==> src/include/ams_regs.vh <==
`ifndef AMS_REGS_VH
`define AMS_REGS_VH
// ==========================================
// register map (byte addresses)
`define AMS_OFF_CTRL 8'h00
`define AMS_OFF_STATION 8'h04
`define AMS_OFF_DIVISOR 8'h08
`define AMS_OFF_STATUS 8'h0c
// ==========================================
// fields and reset values
`define AMS_CTRL_AUTO 0
`define AMS_CTRL_DEDIC 1
`define AMS_CTRL_RESET 2'h1
`define AMS_STATION_RESET 8'h10
`define AMS_STATION_ODD 8'h01
`define AMS_DIV_RESET 20'h6ef91
`define AMS_PIN_RESET 4'h1
`define AMS_RESP_OKAY 2'h0
`define AMS_RESP_DECERR 2'h3
// ==========================================
// control commands, low nibble of the byte
`define AMS_CMD_RTS_ON 4'h1
`define AMS_CMD_RTS_OFF 4'h2
`define AMS_CMD_ALLOW 4'h3
`define AMS_CMD_INHIBIT 4'h4
// ==========================================
// framing and timing
`define AMS_LAST_DATA_BIT 3'h7
`define AMS_TX_UNITS_AFTER_START 4'ha
`define AMS_CLK_KHZ 50000
`define AMS_ANSWER_MS 8000
`define AMS_HANGUP_MS 1000
`endif

==> src/verilog/ams_buffer.v <==
`timescale 1ns/1ps
`default_nettype none
`include "ams_regs.vh"

module ams_buffer #(
  parameter [31:0] ANSWER_CYCLES = `AMS_ANSWER_MS * `AMS_CLK_KHZ,
  parameter [31:0] HANGUP_CYCLES = `AMS_HANGUP_MS * `AMS_CLK_KHZ
) (
  input wire aclk,
  input wire aresetn,
  input wire [7:0] s_axi_awaddr,
  input wire s_axi_awvalid,
  output wire s_axi_awready,
  input wire [31:0] s_axi_wdata,
  input wire [3:0] s_axi_wstrb,
  input wire s_axi_wvalid,
  output wire s_axi_wready,
  output wire [1:0] s_axi_bresp,
  output wire s_axi_bvalid,
  input wire s_axi_bready,
  input wire [7:0] s_axi_araddr,
  input wire s_axi_arvalid,
  output wire s_axi_arready,
  output wire [31:0] s_axi_rdata,
  output wire [1:0] s_axi_rresp,
  output wire s_axi_rvalid,
  input wire s_axi_rready,
  input wire [7:0] device_select,
  input wire control_output_instruction,
  input wire data_input_instruction,
  input wire data_output_instruction,
  input wire address_input_instruction,
  input wire [7:0] bus_data_in,
  output wire [7:0] bus_data_out,
  output wire bus_data_oe,
  output wire bus_ack,
  output wire rx_service_req,
  output wire tx_service_req,
  input wire rx_serial_in,
  input wire cts_in,
  input wire carrier_in,
  input wire ring_in,
  output wire tx_serial_out,
  output wire rts_out,
  output wire dtr_out
);

  // ==========================================
  // state encodings
  localparam [3:0] RX_IDLE = 4'h1;
  localparam [3:0] RX_START = 4'h2;
  localparam [3:0] RX_DATA = 4'h4;
  localparam [3:0] RX_STOP = 4'h8;
  localparam [1:0] TX_IDLE = 2'h1;
  localparam [1:0] TX_SEND = 2'h2;
  localparam [3:0] CALL_IDLE = 4'h1;
  localparam [3:0] CALL_ANSWER = 4'h2;
  localparam [3:0] CALL_DATA = 4'h4;
  localparam [3:0] CALL_HANGUP = 4'h8;

  reg [1:0] ctrl_reg;
  reg [7:0] station_reg;
  reg [19:0] div_reg;
  reg bvalid_reg;
  reg [1:0] bresp_reg;
  reg rvalid_reg;
  reg [1:0] rresp_reg;
  reg [31:0] rdata_reg;
  reg [3:0] sync1_reg, sync2_reg, sync3_reg, pin_reg;
  reg [3:0] rx_state_reg;
  reg [19:0] rx_tick_reg;
  reg [2:0] rx_bit_reg;
  reg [7:0] rx_shift_reg, rx_hold_reg;
  reg rx_done_reg, rx_valid_reg, rx_flag_reg;
  reg [1:0] tx_state_reg;
  reg [19:0] tx_tick_reg;
  reg [3:0] tx_cnt_reg;
  reg [9:0] tx_shift_reg;
  reg tx_out_reg, tx_done_reg, tx_flag_reg;
  reg rx_allow_reg, tx_allow_reg, rts_reg;
  reg [3:0] call_state_reg;
  reg [31:0] call_cnt_reg;
  reg call_up_reg;
  reg bus_ack_reg, bus_oe_reg;
  reg [7:0] bus_data_reg;

  // ==========================================
  // pin synchronisers
  wire [3:0] pin_raw = {ring_in, carrier_in, cts_in, rx_serial_in};
  wire rx_line = pin_reg[0];
  wire cts_line = pin_reg[1];
  wire carrier_line = pin_reg[2];
  wire ring_line = pin_reg[3];

  // three stages, a change counts when stages two and three agree
  always @(posedge aclk)
  begin
    if (!aresetn)
    begin
      sync1_reg <= `AMS_PIN_RESET;
      sync2_reg <= `AMS_PIN_RESET;
      sync3_reg <= `AMS_PIN_RESET;
      pin_reg <= `AMS_PIN_RESET;
    end
    else
    begin
      sync1_reg <= pin_raw;
      sync2_reg <= sync1_reg;
      sync3_reg <= sync2_reg;
      pin_reg <= (sync2_reg & sync3_reg) | (pin_reg & (sync2_reg | sync3_reg));
    end
  end

  // ==========================================
  // register slave
  wire dedicated = ctrl_reg[`AMS_CTRL_DEDIC];
  wire auto_answer = ctrl_reg[`AMS_CTRL_AUTO];
  wire wr_go = s_axi_awvalid & s_axi_wvalid & ~bvalid_reg;
  wire rd_go = s_axi_arvalid & ~rvalid_reg;
  wire [31:0] wmask = {{8{s_axi_wstrb[3]}}, {8{s_axi_wstrb[2]}},
                       {8{s_axi_wstrb[1]}}, {8{s_axi_wstrb[0]}}};
  wire [31:0] ctrl_merge = ({30'h0, ctrl_reg} & ~wmask) | (s_axi_wdata & wmask);
  wire [31:0] stat_merge = ({24'h0, station_reg} & ~wmask) | (s_axi_wdata & wmask);
  wire [31:0] div_merge = ({12'h0, div_reg} & ~wmask) | (s_axi_wdata & wmask);
  wire [7:0] station_new = stat_merge[7:0] & ~`AMS_STATION_ODD;
  wire wr_map = (s_axi_awaddr == `AMS_OFF_CTRL) | (s_axi_awaddr == `AMS_OFF_STATION) |
                (s_axi_awaddr == `AMS_OFF_DIVISOR) | (s_axi_awaddr == `AMS_OFF_STATUS);
  wire [31:0] status_word = {19'h0, call_state_reg, carrier_line, cts_line, rts_reg,
                             tx_allow_reg, rx_allow_reg, tx_state_reg[1], tx_flag_reg,
                             rx_flag_reg, rx_valid_reg};

  assign s_axi_awready = wr_go;
  assign s_axi_wready = wr_go;
  assign s_axi_bvalid = bvalid_reg;
  assign s_axi_bresp = bresp_reg;
  assign s_axi_arready = ~rvalid_reg;
  assign s_axi_rvalid = rvalid_reg;
  assign s_axi_rresp = rresp_reg;
  assign s_axi_rdata = rdata_reg;

  // writes to configuration registers
  always @(posedge aclk)
  begin
    if (!aresetn)
    begin
      ctrl_reg <= `AMS_CTRL_RESET;
      station_reg <= `AMS_STATION_RESET;
      div_reg <= `AMS_DIV_RESET;
      bvalid_reg <= 1'b0;
      bresp_reg <= `AMS_RESP_OKAY;
    end
    else
    begin
      if (wr_go)
      begin
        bvalid_reg <= 1'b1;
        bresp_reg <= wr_map ? `AMS_RESP_OKAY : `AMS_RESP_DECERR;
        if (s_axi_awaddr == `AMS_OFF_CTRL)
          ctrl_reg <= ctrl_merge[1:0];
        if (s_axi_awaddr == `AMS_OFF_STATION && station_new != 8'h00)
          station_reg <= station_new;
        if (s_axi_awaddr == `AMS_OFF_DIVISOR)
          div_reg <= div_merge[19:0];
      end
      else if (s_axi_bready)
        bvalid_reg <= 1'b0;
    end
  end

  // read data mux
  always @(posedge aclk)
  begin
    if (!aresetn)
    begin
      rvalid_reg <= 1'b0;
      rresp_reg <= `AMS_RESP_OKAY;
      rdata_reg <= 32'h0;
    end
    else if (rd_go)
    begin
      rvalid_reg <= 1'b1;
      rresp_reg <= `AMS_RESP_OKAY;
      case (s_axi_araddr)
        `AMS_OFF_CTRL: rdata_reg <= {30'h0, ctrl_reg};
        `AMS_OFF_STATION: rdata_reg <= {24'h0, station_reg};
        `AMS_OFF_DIVISOR: rdata_reg <= {12'h0, div_reg};
        `AMS_OFF_STATUS: rdata_reg <= status_word;
        default:
        begin
          rdata_reg <= 32'h0;
          rresp_reg <= `AMS_RESP_DECERR;
        end
      endcase
    end
    else if (s_axi_rready)
      rvalid_reg <= 1'b0;
  end

  // ==========================================
  // host instruction decode
  wire [7:0] tx_addr = station_reg & ~`AMS_STATION_ODD;
  wire [7:0] rx_addr = station_reg | `AMS_STATION_ODD;
  wire rx_hit = device_select == rx_addr;
  wire tx_hit = device_select == tx_addr;
  wire rx_req = rx_flag_reg & rx_allow_reg;
  wire tx_req = tx_flag_reg & tx_allow_reg;
  wire tx_clear = ~dedicated | (rts_reg & cts_line);
  wire din_take = data_input_instruction & rx_hit & rx_valid_reg;
  wire dout_take = data_output_instruction & tx_hit & tx_state_reg[0] & tx_clear;
  wire ain_rx = address_input_instruction & rx_req;
  wire ain_tx = address_input_instruction & ~rx_req & tx_req;
  wire ctrl_take = control_output_instruction & (rx_hit | tx_hit);
  wire [3:0] cmd = bus_data_in[3:0];

  assign bus_ack = bus_ack_reg;
  assign bus_data_oe = bus_oe_reg;
  assign bus_data_out = bus_data_reg;
  assign rx_service_req = rx_req;
  assign tx_service_req = tx_req;
  assign rts_out = rts_reg;
  assign tx_serial_out = tx_out_reg;

  // answer on the bus one cycle after the strobe
  always @(posedge aclk)
  begin
    if (!aresetn)
    begin
      bus_ack_reg <= 1'b0;
      bus_oe_reg <= 1'b0;
      bus_data_reg <= 8'h00;
    end
    else
    begin
      bus_ack_reg <= din_take | dout_take | ctrl_take;
      bus_oe_reg <= din_take | ain_rx | ain_tx;
      if (din_take)
        bus_data_reg <= rx_hold_reg;
      else if (ain_rx)
        bus_data_reg <= rx_addr;
      else if (ain_tx)
        bus_data_reg <= tx_addr;
      else
        bus_data_reg <= 8'h00;
    end
  end

  // section command flags
  always @(posedge aclk)
  begin
    if (!aresetn)
    begin
      rx_allow_reg <= 1'b0;
      tx_allow_reg <= 1'b0;
      rts_reg <= 1'b0;
    end
    else if (ctrl_take)
    begin
      if (cmd == `AMS_CMD_INHIBIT)
      begin
        rx_allow_reg <= rx_hit ? 1'b0 : rx_allow_reg;
        tx_allow_reg <= tx_hit ? 1'b0 : tx_allow_reg;
      end
      if (cmd == `AMS_CMD_ALLOW)
      begin
        rx_allow_reg <= rx_hit ? 1'b1 : rx_allow_reg;
        tx_allow_reg <= tx_hit ? 1'b1 : tx_allow_reg;
      end
      if (cmd == `AMS_CMD_RTS_ON && rx_hit)
        rts_reg <= 1'b1;
      if (cmd == `AMS_CMD_RTS_OFF && rx_hit)
        rts_reg <= 1'b0;
    end
  end

  // pending requests, a new event beats the clear
  always @(posedge aclk)
  begin
    if (!aresetn)
    begin
      rx_valid_reg <= 1'b0;
      rx_flag_reg <= 1'b0;
      tx_flag_reg <= 1'b0;
    end
    else
    begin
      if (rx_done_reg)
      begin
        rx_valid_reg <= 1'b1;
        rx_flag_reg <= 1'b1;
      end
      else
      begin
        rx_valid_reg <= rx_valid_reg & ~din_take;
        rx_flag_reg <= rx_flag_reg & ~din_take & ~ain_rx;
      end
      if (tx_done_reg | call_up_reg)
        tx_flag_reg <= 1'b1;
      else
        tx_flag_reg <= tx_flag_reg & ~dout_take & ~ain_tx;
    end
  end

  // ==========================================
  // receiver
  always @(posedge aclk)
  begin
    if (!aresetn)
    begin
      rx_state_reg <= RX_IDLE;
      rx_tick_reg <= 20'h0;
      rx_bit_reg <= 3'h0;
      rx_shift_reg <= 8'h00;
      rx_hold_reg <= 8'h00;
      rx_done_reg <= 1'b0;
    end
    else
    begin
      rx_done_reg <= 1'b0;
      if (rx_tick_reg != 20'h0 && !rx_state_reg[0])
        rx_tick_reg <= rx_tick_reg - 20'h1;
      case (rx_state_reg)
        RX_IDLE:
        begin
          if (!rx_line)
          begin
            rx_tick_reg <= {1'b0, div_reg[19:1]};
            rx_state_reg <= RX_START;
          end
        end
        RX_START:
        begin
          if (rx_tick_reg == 20'h0)
          begin
            rx_tick_reg <= div_reg - 20'h1;
            rx_bit_reg <= 3'h0;
            rx_state_reg <= rx_line ? RX_IDLE : RX_DATA;
          end
        end
        RX_DATA:
        begin
          if (rx_tick_reg == 20'h0)
          begin
            rx_shift_reg <= {rx_line, rx_shift_reg[7:1]};
            rx_tick_reg <= div_reg - 20'h1;
            rx_bit_reg <= rx_bit_reg + 3'h1;
            if (rx_bit_reg == `AMS_LAST_DATA_BIT)
              rx_state_reg <= RX_STOP;
          end
        end
        RX_STOP:
        begin
          if (rx_tick_reg == 20'h0)
          begin
            rx_state_reg <= RX_IDLE;
            if (rx_line)
            begin
              rx_hold_reg <= rx_shift_reg;
              rx_done_reg <= 1'b1;
            end
          end
        end
        default: rx_state_reg <= RX_IDLE;
      endcase
    end
  end

  // ==========================================
  // transmitter
  always @(posedge aclk)
  begin
    if (!aresetn)
    begin
      tx_state_reg <= TX_IDLE;
      tx_tick_reg <= 20'h0;
      tx_cnt_reg <= 4'h0;
      tx_shift_reg <= 10'h3ff;
      tx_out_reg <= 1'b1;
      tx_done_reg <= 1'b0;
    end
    else
    begin
      tx_done_reg <= 1'b0;
      case (tx_state_reg)
        TX_IDLE:
        begin
          tx_out_reg <= 1'b1;
          if (dout_take)
          begin
            tx_out_reg <= 1'b0;
            tx_shift_reg <= {2'h3, bus_data_in};
            tx_cnt_reg <= `AMS_TX_UNITS_AFTER_START;
            tx_tick_reg <= div_reg - 20'h1;
            tx_state_reg <= TX_SEND;
          end
        end
        TX_SEND:
        begin
          if (tx_tick_reg != 20'h0)
            tx_tick_reg <= tx_tick_reg - 20'h1;
          else if (tx_cnt_reg == 4'h0)
          begin
            tx_state_reg <= TX_IDLE;
            tx_done_reg <= 1'b1;
          end
          else
          begin
            tx_out_reg <= tx_shift_reg[0];
            tx_shift_reg <= {1'b1, tx_shift_reg[9:1]};
            tx_cnt_reg <= tx_cnt_reg - 4'h1;
            tx_tick_reg <= div_reg - 20'h1;
          end
        end
        default: tx_state_reg <= TX_IDLE;
      endcase
    end
  end

  // ==========================================
  // call control
  assign dtr_out = dedicated | call_state_reg[1] | call_state_reg[2];

  // answer, hold and end switched calls
  always @(posedge aclk)
  begin
    if (!aresetn)
    begin
      call_state_reg <= CALL_IDLE;
      call_cnt_reg <= 32'h0;
      call_up_reg <= 1'b0;
    end
    else
    begin
      call_up_reg <= 1'b0;
      if (call_cnt_reg != 32'h0)
        call_cnt_reg <= call_cnt_reg - 32'h1;
      case (call_state_reg)
        CALL_IDLE:
        begin
          if (ring_line && auto_answer && !dedicated)
          begin
            call_state_reg <= CALL_ANSWER;
            call_cnt_reg <= ANSWER_CYCLES;
          end
        end
        CALL_ANSWER:
        begin
          if (carrier_line)
          begin
            call_state_reg <= CALL_DATA;
            call_up_reg <= 1'b1;
          end
          else if (call_cnt_reg == 32'h0)
          begin
            call_state_reg <= CALL_HANGUP;
            call_cnt_reg <= HANGUP_CYCLES;
          end
        end
        CALL_DATA:
        begin
          if (!carrier_line)
          begin
            call_state_reg <= CALL_HANGUP;
            call_cnt_reg <= HANGUP_CYCLES;
          end
        end
        CALL_HANGUP:
        begin
          if (call_cnt_reg == 32'h0)
            call_state_reg <= CALL_IDLE;
        end
        default: call_state_reg <= CALL_IDLE;
      endcase
    end
  end

endmodule // ams_buffer
`default_nettype wire

==> config.mk <==
export PLATFORM = sky130hd
export DESIGN_NAME = ams_buffer
export DESIGN_NICKNAME = d
export VERILOG_FILES = /design/src/verilog/ams_buffer.v
export VERILOG_INCLUDE_DIRS = /design/src /design/src/include
export SDC_FILE = /design/constraint.sdc
export NUM_CORES = 1
export LEC_CHECK = 0
export ABC_AREA = 0
export BUFFER_PORTS_ARGS = -buffer_cell sky130_fd_sc_hd__buf_2
export CAP_MARGIN = 5
export CORE_ASPECT_RATIO = 0.5
export CORE_UTILIZATION = 62
export DETAILED_ROUTE_END_ITERATION = 8
export GPL_TIMING_DRIVEN = 0
export HOLD_SLACK_MARGIN = 0.02
export PLACE_DENSITY_LB_ADDON = 0.25
export SKIP_CTS_REPAIR_TIMING = 1
export SLEW_MARGIN = 5
export SYNTH_ARGS = -nofsm -noshare
export SYNTH_HDL_FRONTEND = slang
export SYNTH_SLANG_ARGS = --single-unit
==> constraint.sdc <==
create_clock -name aclk -period 6.8 [get_ports aclk]
set_input_delay 0.34 -clock aclk [delete_from_list [all_inputs] [get_ports aclk]]
set_output_delay 0.34 -clock aclk [all_outputs]
set_load 0.02 [all_outputs]
==> results of run 1 <==
-- logic make-up after synthesis --
group,Yosys count,synth area share (%)
and+or+nand+nor,486,24.76
AOI/OAI and AO/OA,273,17.55
DFF,202,39.95
buffers and inverters,115,5.117
xor gates and xnor gates,67,5.797
muxes,52,5.426
adders and majority gates,11,1.360
other,1,0.03705
-- cells in the final DEF, fill, tap and decap left out, types with 22 or more instances in the layout --
cell,Yosys,routed
a21oi_1,88,88
and2_1,22,22
buf_2,15,125
clkbuf_1,56,57
dfxtp_1,202,202
inv_1,25,25
mux2i_1,38,38
nand2_1,116,116
nand3_1,61,61
nor2_1,114,114
nor3_1,38,38
o21ai_0,52,52
xnor2_1,41,41
xor2_1,26,26
-- cell usage after synthesis (13+ instances only) --
| cell | count | area, sq um |
|---|---|---|
| a21oi_1 | 88 | 440.4 |
| a22oi_1 | 19 | 142.6 |
| and2_1 | 22 | 137.6 |
| buf_2 | 15 | 75.07 |
| buf_4 | 16 | 120.1 |
| clkbuf_1 | 56 | 210.2 |
| dfxtp_1 | 202 | 4044 |
| inv_1 | 25 | 93.84 |
| mux2_2 | 13 | 146.4 |
| mux2i_1 | 38 | 380.4 |
| nand2_1 | 116 | 435.4 |
| nand2b_1 | 16 | 100.1 |
| nand3_1 | 61 | 305.3 |
| nor2_1 | 114 | 427.9 |
| nor3_1 | 38 | 190.2 |
| nor4_1 | 18 | 112.6 |
| o211ai_1 | 14 | 105.1 |
| o21ai_0 | 52 | 260.3 |
| or4_1 | 16 | 120.1 |
| xnor2_1 | 41 | 359.1 |
| xor2_1 | 26 | 227.7 |
-- metal layers --
layer / share of wire [%] / up-vias / track usage (%) / wire (um)
met4: 2.2 / 0 / 10.22 / 690
met1: 43 / 4676 / 51.12 / 13330
met2: 44 / 504 / 59.00 / 13760
met3: 10 / 55 / 6.213 / 3245
li1: - / 4599 / - / -
met5: 0 / - / 0 / 0
-- metrics by stage --
step | cells | hold slack (ns) | power (mW)
after floorplan | 1218 | 0.3863 | 2.045
after global routing | 1582 | 0.03015 | 3.448
after CTS | 1581 | 0.009014 | 3.301
after global placement | 1549 | 0.3885 | 2.200
after detailed placement | 1550 | 0.4000 | 2.227
final | 1583 | 0.03351 | 3.311
-- area by class of cell --
class | instances | share of cell area [%]
Antenna cell | 1 | 0.02152
Sequential cell | 202 | 34.78
Buffer | 90 | 3.648
Tap cell | 221 | 2.378
Timing Repair Buffer | 112 | 4.885
Multi-Input combinational cell | 901 | 48.23
Inverter | 25 | 0.8071
Clock buffer | 23 | 4.380
Clock inverter | 8 | 0.8716
-- worst max-delay path, stage by stage, from the launching register on --
cell and delay (ns):
dfxtp_1 0.45, xnor2_1 0.17, nand4_1 0.14, nor4_1 0.74, clkbuf_1 0.42, and4_1 0.25
clkbuf_1 0.34, o21ai_1 0.32, a21oi_1 0.26
-- power by group --
part | leakage (nW) | switching, mW | internal [mW] | total (mW)
clock | 0.306 | 0.467 | 0.609 | 1.08
combinational | 2.70 | 0.538 | 0.336 | 0.874
sequential | 1.63 | 0.0903 | 1.27 | 1.36
-- worst min-delay path by stage --
stage | cells after the start | end
after floorplan | 1 | sync2_reg[0]$_SDFF_PN1_
after global placement | 1 | sync2_reg[0]$_SDFF_PN1_
after detailed placement | 1 | sync2_reg[0]$_SDFF_PN1_
after CTS | 2 | s_axi_rvalid$_SDFFE_PN0P_
after global routing | 2 | sync1_reg[0]$_SDFF_PN1_
final | 2 | sync1_reg[0]$_SDFF_PN1_
==> run_results.csv, run 1 <==
group,metric,value,unit
placed_design,place_congestion,0.9613,
global_route,grtUsageTotal,36.76,%
yosys,syn_inst,1207,
timing,tns,0,ns
floorplanning,ios,139,
routing,wl_per_cell,19.60,um
cts,cts_tree,"yes",
global_route,grt_pass1_vias,9106,
yosys,ys_seq_area_share,39.95,%
timing,hold_viol_final,0,
min_path,min_from,"rx_serial_in",
min_path,hp-class,"in -> reg",
placed_design,hpwlAfterDp,22870,um
floorplanning,rows,32,
yosys,ys_warn_count,0,
setup_path,r2r-end,"bus_data_out[3]$_SDFF_PN0_",
floorplanning,die_area,16870,sq um
floorplanning,initial_utilization,64.49,%
final_layout,final_util,74.08,%
yosys,ys_seq_elements,202,
routing,drc,0,
timing,finalCriticalPeriod,3.168,ns
setup_path,r2r-start,"station_reg[1]$_SDFFE_PN0P_",
timing,clock_skew,0.01197,ns
final_layout,fin_nets,1444,
final_layout,nFillCells,1232,
timing,maxSlewHeadroom,32.37,%
cts,clock_sink_count,202,
yosys,netlist_area,10120,sq um
floorplanning,chipWidth,182.7,um
cts,cts_root_buf,"clkbuf_16",
timing,fmax,315.6,MHz
global_route,grt_pass1_wl,48360,um
yosys,ys_async_sr_fraction,0,%
routing,routed_wl,31020,um
yosys,yosys.cell_types.count,74,
routing,vias_per_cell,6.212,
cts,clk_latency,0.50,ns
global_route,antenna_found_initial,0,
cts,clockBufferDepth,3,
final_layout,seqCellArea,4044,sq um
timing,tightest_slew,1.005,ns
floorplanning,die_y,92.35,um
setup_path,r2r_cells,8,
placed_design,dpl_worst_slack,3.709,ns
cts,cts_buffers,18,
run_status,status,"finished, final reports clean",
setup_path,crit_path_end,"bus_data_out[3]$_SDFF_PN0_",
final_layout,layout-drive-gt1-share,15.65,%
routing,first_pass_iters,4,
setup_path,critical_path_class,"reg -> reg",
placed_design,io_buffers,110,
setup_path,worstPathArrival,3.59,ns
setup_path,r2r_slack,3.63,ns
setup_path,crit_start,"station_reg[1]$_SDFFE_PN0P_",
routing,num_vias,9834,
timing,rsz0062_at_grt,"false",
timing,worst_slack,3.632,ns
routing,drtIter0Drc,975,
timing,setup_viol,0,
setup_path,critPathMaxFanout,10,
final_layout,syn_to_final_growth,14.87,%
timing,drv_slew,0,
routing,ant_nets,0,
yosys,ys.flop_type,"dfxtp_1",
setup_path,worstPathRequired,7.22,ns
cts,cts-htree-levels,1,
final_layout,multi_input_area,5608,sq um
global_route,grt_max_degree,17,
timing,min_period_over_period,46.59,%
yosys,synth_edf_count,0,
pwr,leakagePower,4.637,nW
job,drv_cap,0,
final_layout,design_area,11630,sq um
yosys,avgSynthCellArea,8.386,sq um
pwr,ir_drop,265.0,uV
global_route,grt-ovfl-total,0,
setup_path,start_kind,"flip-flop",
cts,clk_pin_slew,0.07,ns
setup_path,end_kind,"flip-flop",
placed_design,place_area,11000,sq um
floorplanning,core,15700,sq um
pwr,power_density,284.8,nW/um^2
(Power assumes the default switching activity.)
==> run 2, diff against run 1 <==
ABC_AREA = 1   (was 0)
CORE_UTILIZATION = 53   (was 62)
clock period = 2.6 ns   (was 6.8 ns; I/O delays follow)
==> run_results.csv, run 2 <==
group,metric,value,unit
run_status,status,"finished, violations left",
run_status,violations,"negative hold slack",
min_path,min_to,"rts_out$_SDFFE_PN0P_",
timing,hold_ws,-0.01939,ns
yosys,ys_seq_area_share,36.16,%
cts,clk_pin_slew,0.07,ns
cts,clock_sink_count,202,
yosys,synth_top_cell_by_area,"dfxtp_1",
cts,clk_latency,0.50,ns
routing,vias_per_cell,5.376,
floorplanning,die_y,104.7,um
yosys,netlist_area,11180,sq um
timing,fmax,422.5,MHz
timing,tightest_slew,0.9136,ns
timing,finalCriticalPeriod,2.367,ns
placed_design,dpl_worst_slack,0.2917,ns
setup_path,start_kind,"flip-flop",
yosys,synth_area_leaders,"dfxtp_1, nand2_1, nor2_1, nand3_1, inv_1",
timing,tns,0,ns
routing,ant_nets,0,
placed_design,io_buffers,112,
final_layout,fin_nets,1988,
routing,num_vias,11730,
cts,clockBufferDepth,3,
setup_path,end_kind,"flip-flop",
setup_path,crit_slowest_cell,"dlygate4sd3_1",
yosys,synth_edf_count,0,
pwr,leakagePower,6.365,nW
timing,clock_skew,0.01285,ns
yosys,ys_async_sr_fraction,0,%
routing,drtIter0Drc,1258,
routing,first_pass_iters,8,
setup_path,r2r_slack,0.23,ns
timing,min_period_over_period,91.03,%
global_route,grt-ovfl-total,0,
floorplanning,rows,37,
timing,setup_viol,0,
global_route,grt_pass1_vias,10370,
min_path,holdPathStages,4,
yosys,yosysMostFrequentCell,"nand2_1",
global_route,grt_max_degree,17,
setup_path,critical_path_class,"reg -> reg",
routing,routed_wl,34450,um
global_route,grt_pass1_wl,53180,um
final_layout,syn_to_final_growth,17.05,%
yosys,ys.flop_type,"dfxtp_1",
placed_design,place_congestion,0.9768,
timing,drv_slew,0,
floorplanning,die_area,21720,sq um
timing,hold_viol_final,2,
setup_path,worstPathArrival,2.81,ns
pwr,power_density,837.4,nW/um^2
final_layout,final_util,63.55,%
cts,cts_root_buf,"clkbuf_16",
timing,maxSlewHeadroom,39.09,%
cts,cts_buffers,20,
yosys,ys_seq_elements,202,
pwr,finalPower,10.96,mW
yosys,synth_top_area_share,36.16,%
setup_path,slowest_delay,0.57,ns
global_route,grtUsageTotal,30.55,%
job,drv_cap,0,
yosys,synth_commonest_cells,"nand2_1, nor2_1, dfxtp_1, inv_1, nand3_1",
routing,wl_per_cell,15.79,um
global_route,antenna_found_initial,2,
min_path,min_from,"bus_data_in[1]",
setup_path,path_cells,"nor2_1 -> inv_1 -> nor2_1 -> inv_1 -> nor2_2 -> nand2_1 -> a21oi_1 -> dlygate4sd3_1",
final_layout,layout-drive-gt1-share,11.64,%
pwr,ir_drop,854.2,uV
floorplanning,chipWidth,207.4,um
timing,worst_slack,0.2332,ns
final_layout,layout_commonest_cell,"nand2_1",
setup_path,r2r-start,"s_axi_bvalid$_SDFFE_PN0P_",
cts,cts_tree,"yes",
cts,cts-htree-levels,1,
min_path,hp-class,"in -> reg",
yosys,avgSynthCellArea,6.506,sq um
floorplanning,initial_utilization,54.29,%
floorplanning,ios,139,
yosys,syn_inst,1719,
placed_design,hpwlAfterDp,25790,um
setup_path,r2r_cells,8,
routing,drc,0,
final_layout,final_cell_mix,"nand2_1, nor2_1, dfxtp_1, inv_1, nand3_1",
yosys,ys_warn_count,0,
floorplanning,core,20600,sq um
setup_path,worstPathRequired,3.04,ns
setup_path,critPathMaxFanout,10,
yosys,yosys.cell_types.count,47,
## run 2: power breakdown
part | switching [mW] | internal (mW)
combinational | 2.82 | 1.48
sequential | 0.314 | 3.43
clock | 1.26 | 1.66
## run 2: per-layer routing
metal	vias up	global-route usage, %	share of wire, %
met5	-	0	0.035
met4	2	8.475	3.3
met3	105	4.869	8.8
met2	526	49.40	44
met1	5223	42.15	44
li1	5874	-	-
## run 2: metrics by stage
| stage | std cells | instance area (sq um) |
|---|---|---|
| 2_1_floorplan | 1730 | 11230 |
| 4_1_cts | 2151 | 12790 |
| 5_1_grt | 2182 | 13090 |
| 6_report | 2182 | 13090 |
| 3_5_place_dp | 2115 | 12130 |
| 3_3_place_gp | 2115 | 12130 |
## run 2: area by class of cell
cell class / count / area, sq um
clock buffer: 30 / 619.3
multi-input combinational: 1283 / 6155
inverter: 177 / 664.4
tap: 273 / 341.6
antenna: 1 / 2.502
buffer: 68 / 362.8
fill: 1930 / 7510
sequential: 202 / 4044
clock inverter: 6 / 41.29
timing repair buffer: 142 / 860.8
## run 2: logic make-up (layout without fill, tap and decap cells)
group,after synthesis,count (layout),share of synthesized area (%)
muxes,2,2,0.1790
DFF,202,202,36.16
buffers and inverters,245,423,9.184
other,1,13,0.03353
xor gates and xnor gates,63,63,4.933
and+or+nand+nor,933,933,35.81
adders and majority gates,11,11,1.231
AOI/OAI and AO/OA,262,262,12.47
## run 2: worst max path at each step
stage / from / cells past startpoint / endpoint / slack [ns]
after floorplan: rx_tick_reg[0]$_SDFF_PN0_ / 13 / rx_tick_reg[18]$_SDFF_PN0_ / 0.74
after global placement: rx_tick_reg[0]$_SDFF_PN0_ / 11 / rx_tick_reg[10]$_SDFF_PN0_ / 0.30
after detailed placement: rx_tick_reg[0]$_SDFF_PN0_ / 11 / rx_tick_reg[10]$_SDFF_PN0_ / 0.29
after CTS: rx_tick_reg[0]$_SDFF_PN0_ / 11 / rx_tick_reg[10]$_SDFF_PN0_ / 0.28
after global routing: s_axi_bvalid$_SDFFE_PN0P_ / 8 / flip-flop / -0.004
final: s_axi_bvalid$_SDFFE_PN0P_ / 8 / flip-flop / 0.23
## run 2: critical path, delay by kind of cell (launching register included)
family                 cells  cell delay (ns)
AND/OR/NAND/NOR            4             1.01
AO/OA/AOI/OAI              1             0.17
flip-flops                 1             0.32
buffers and inverters      3             0.82
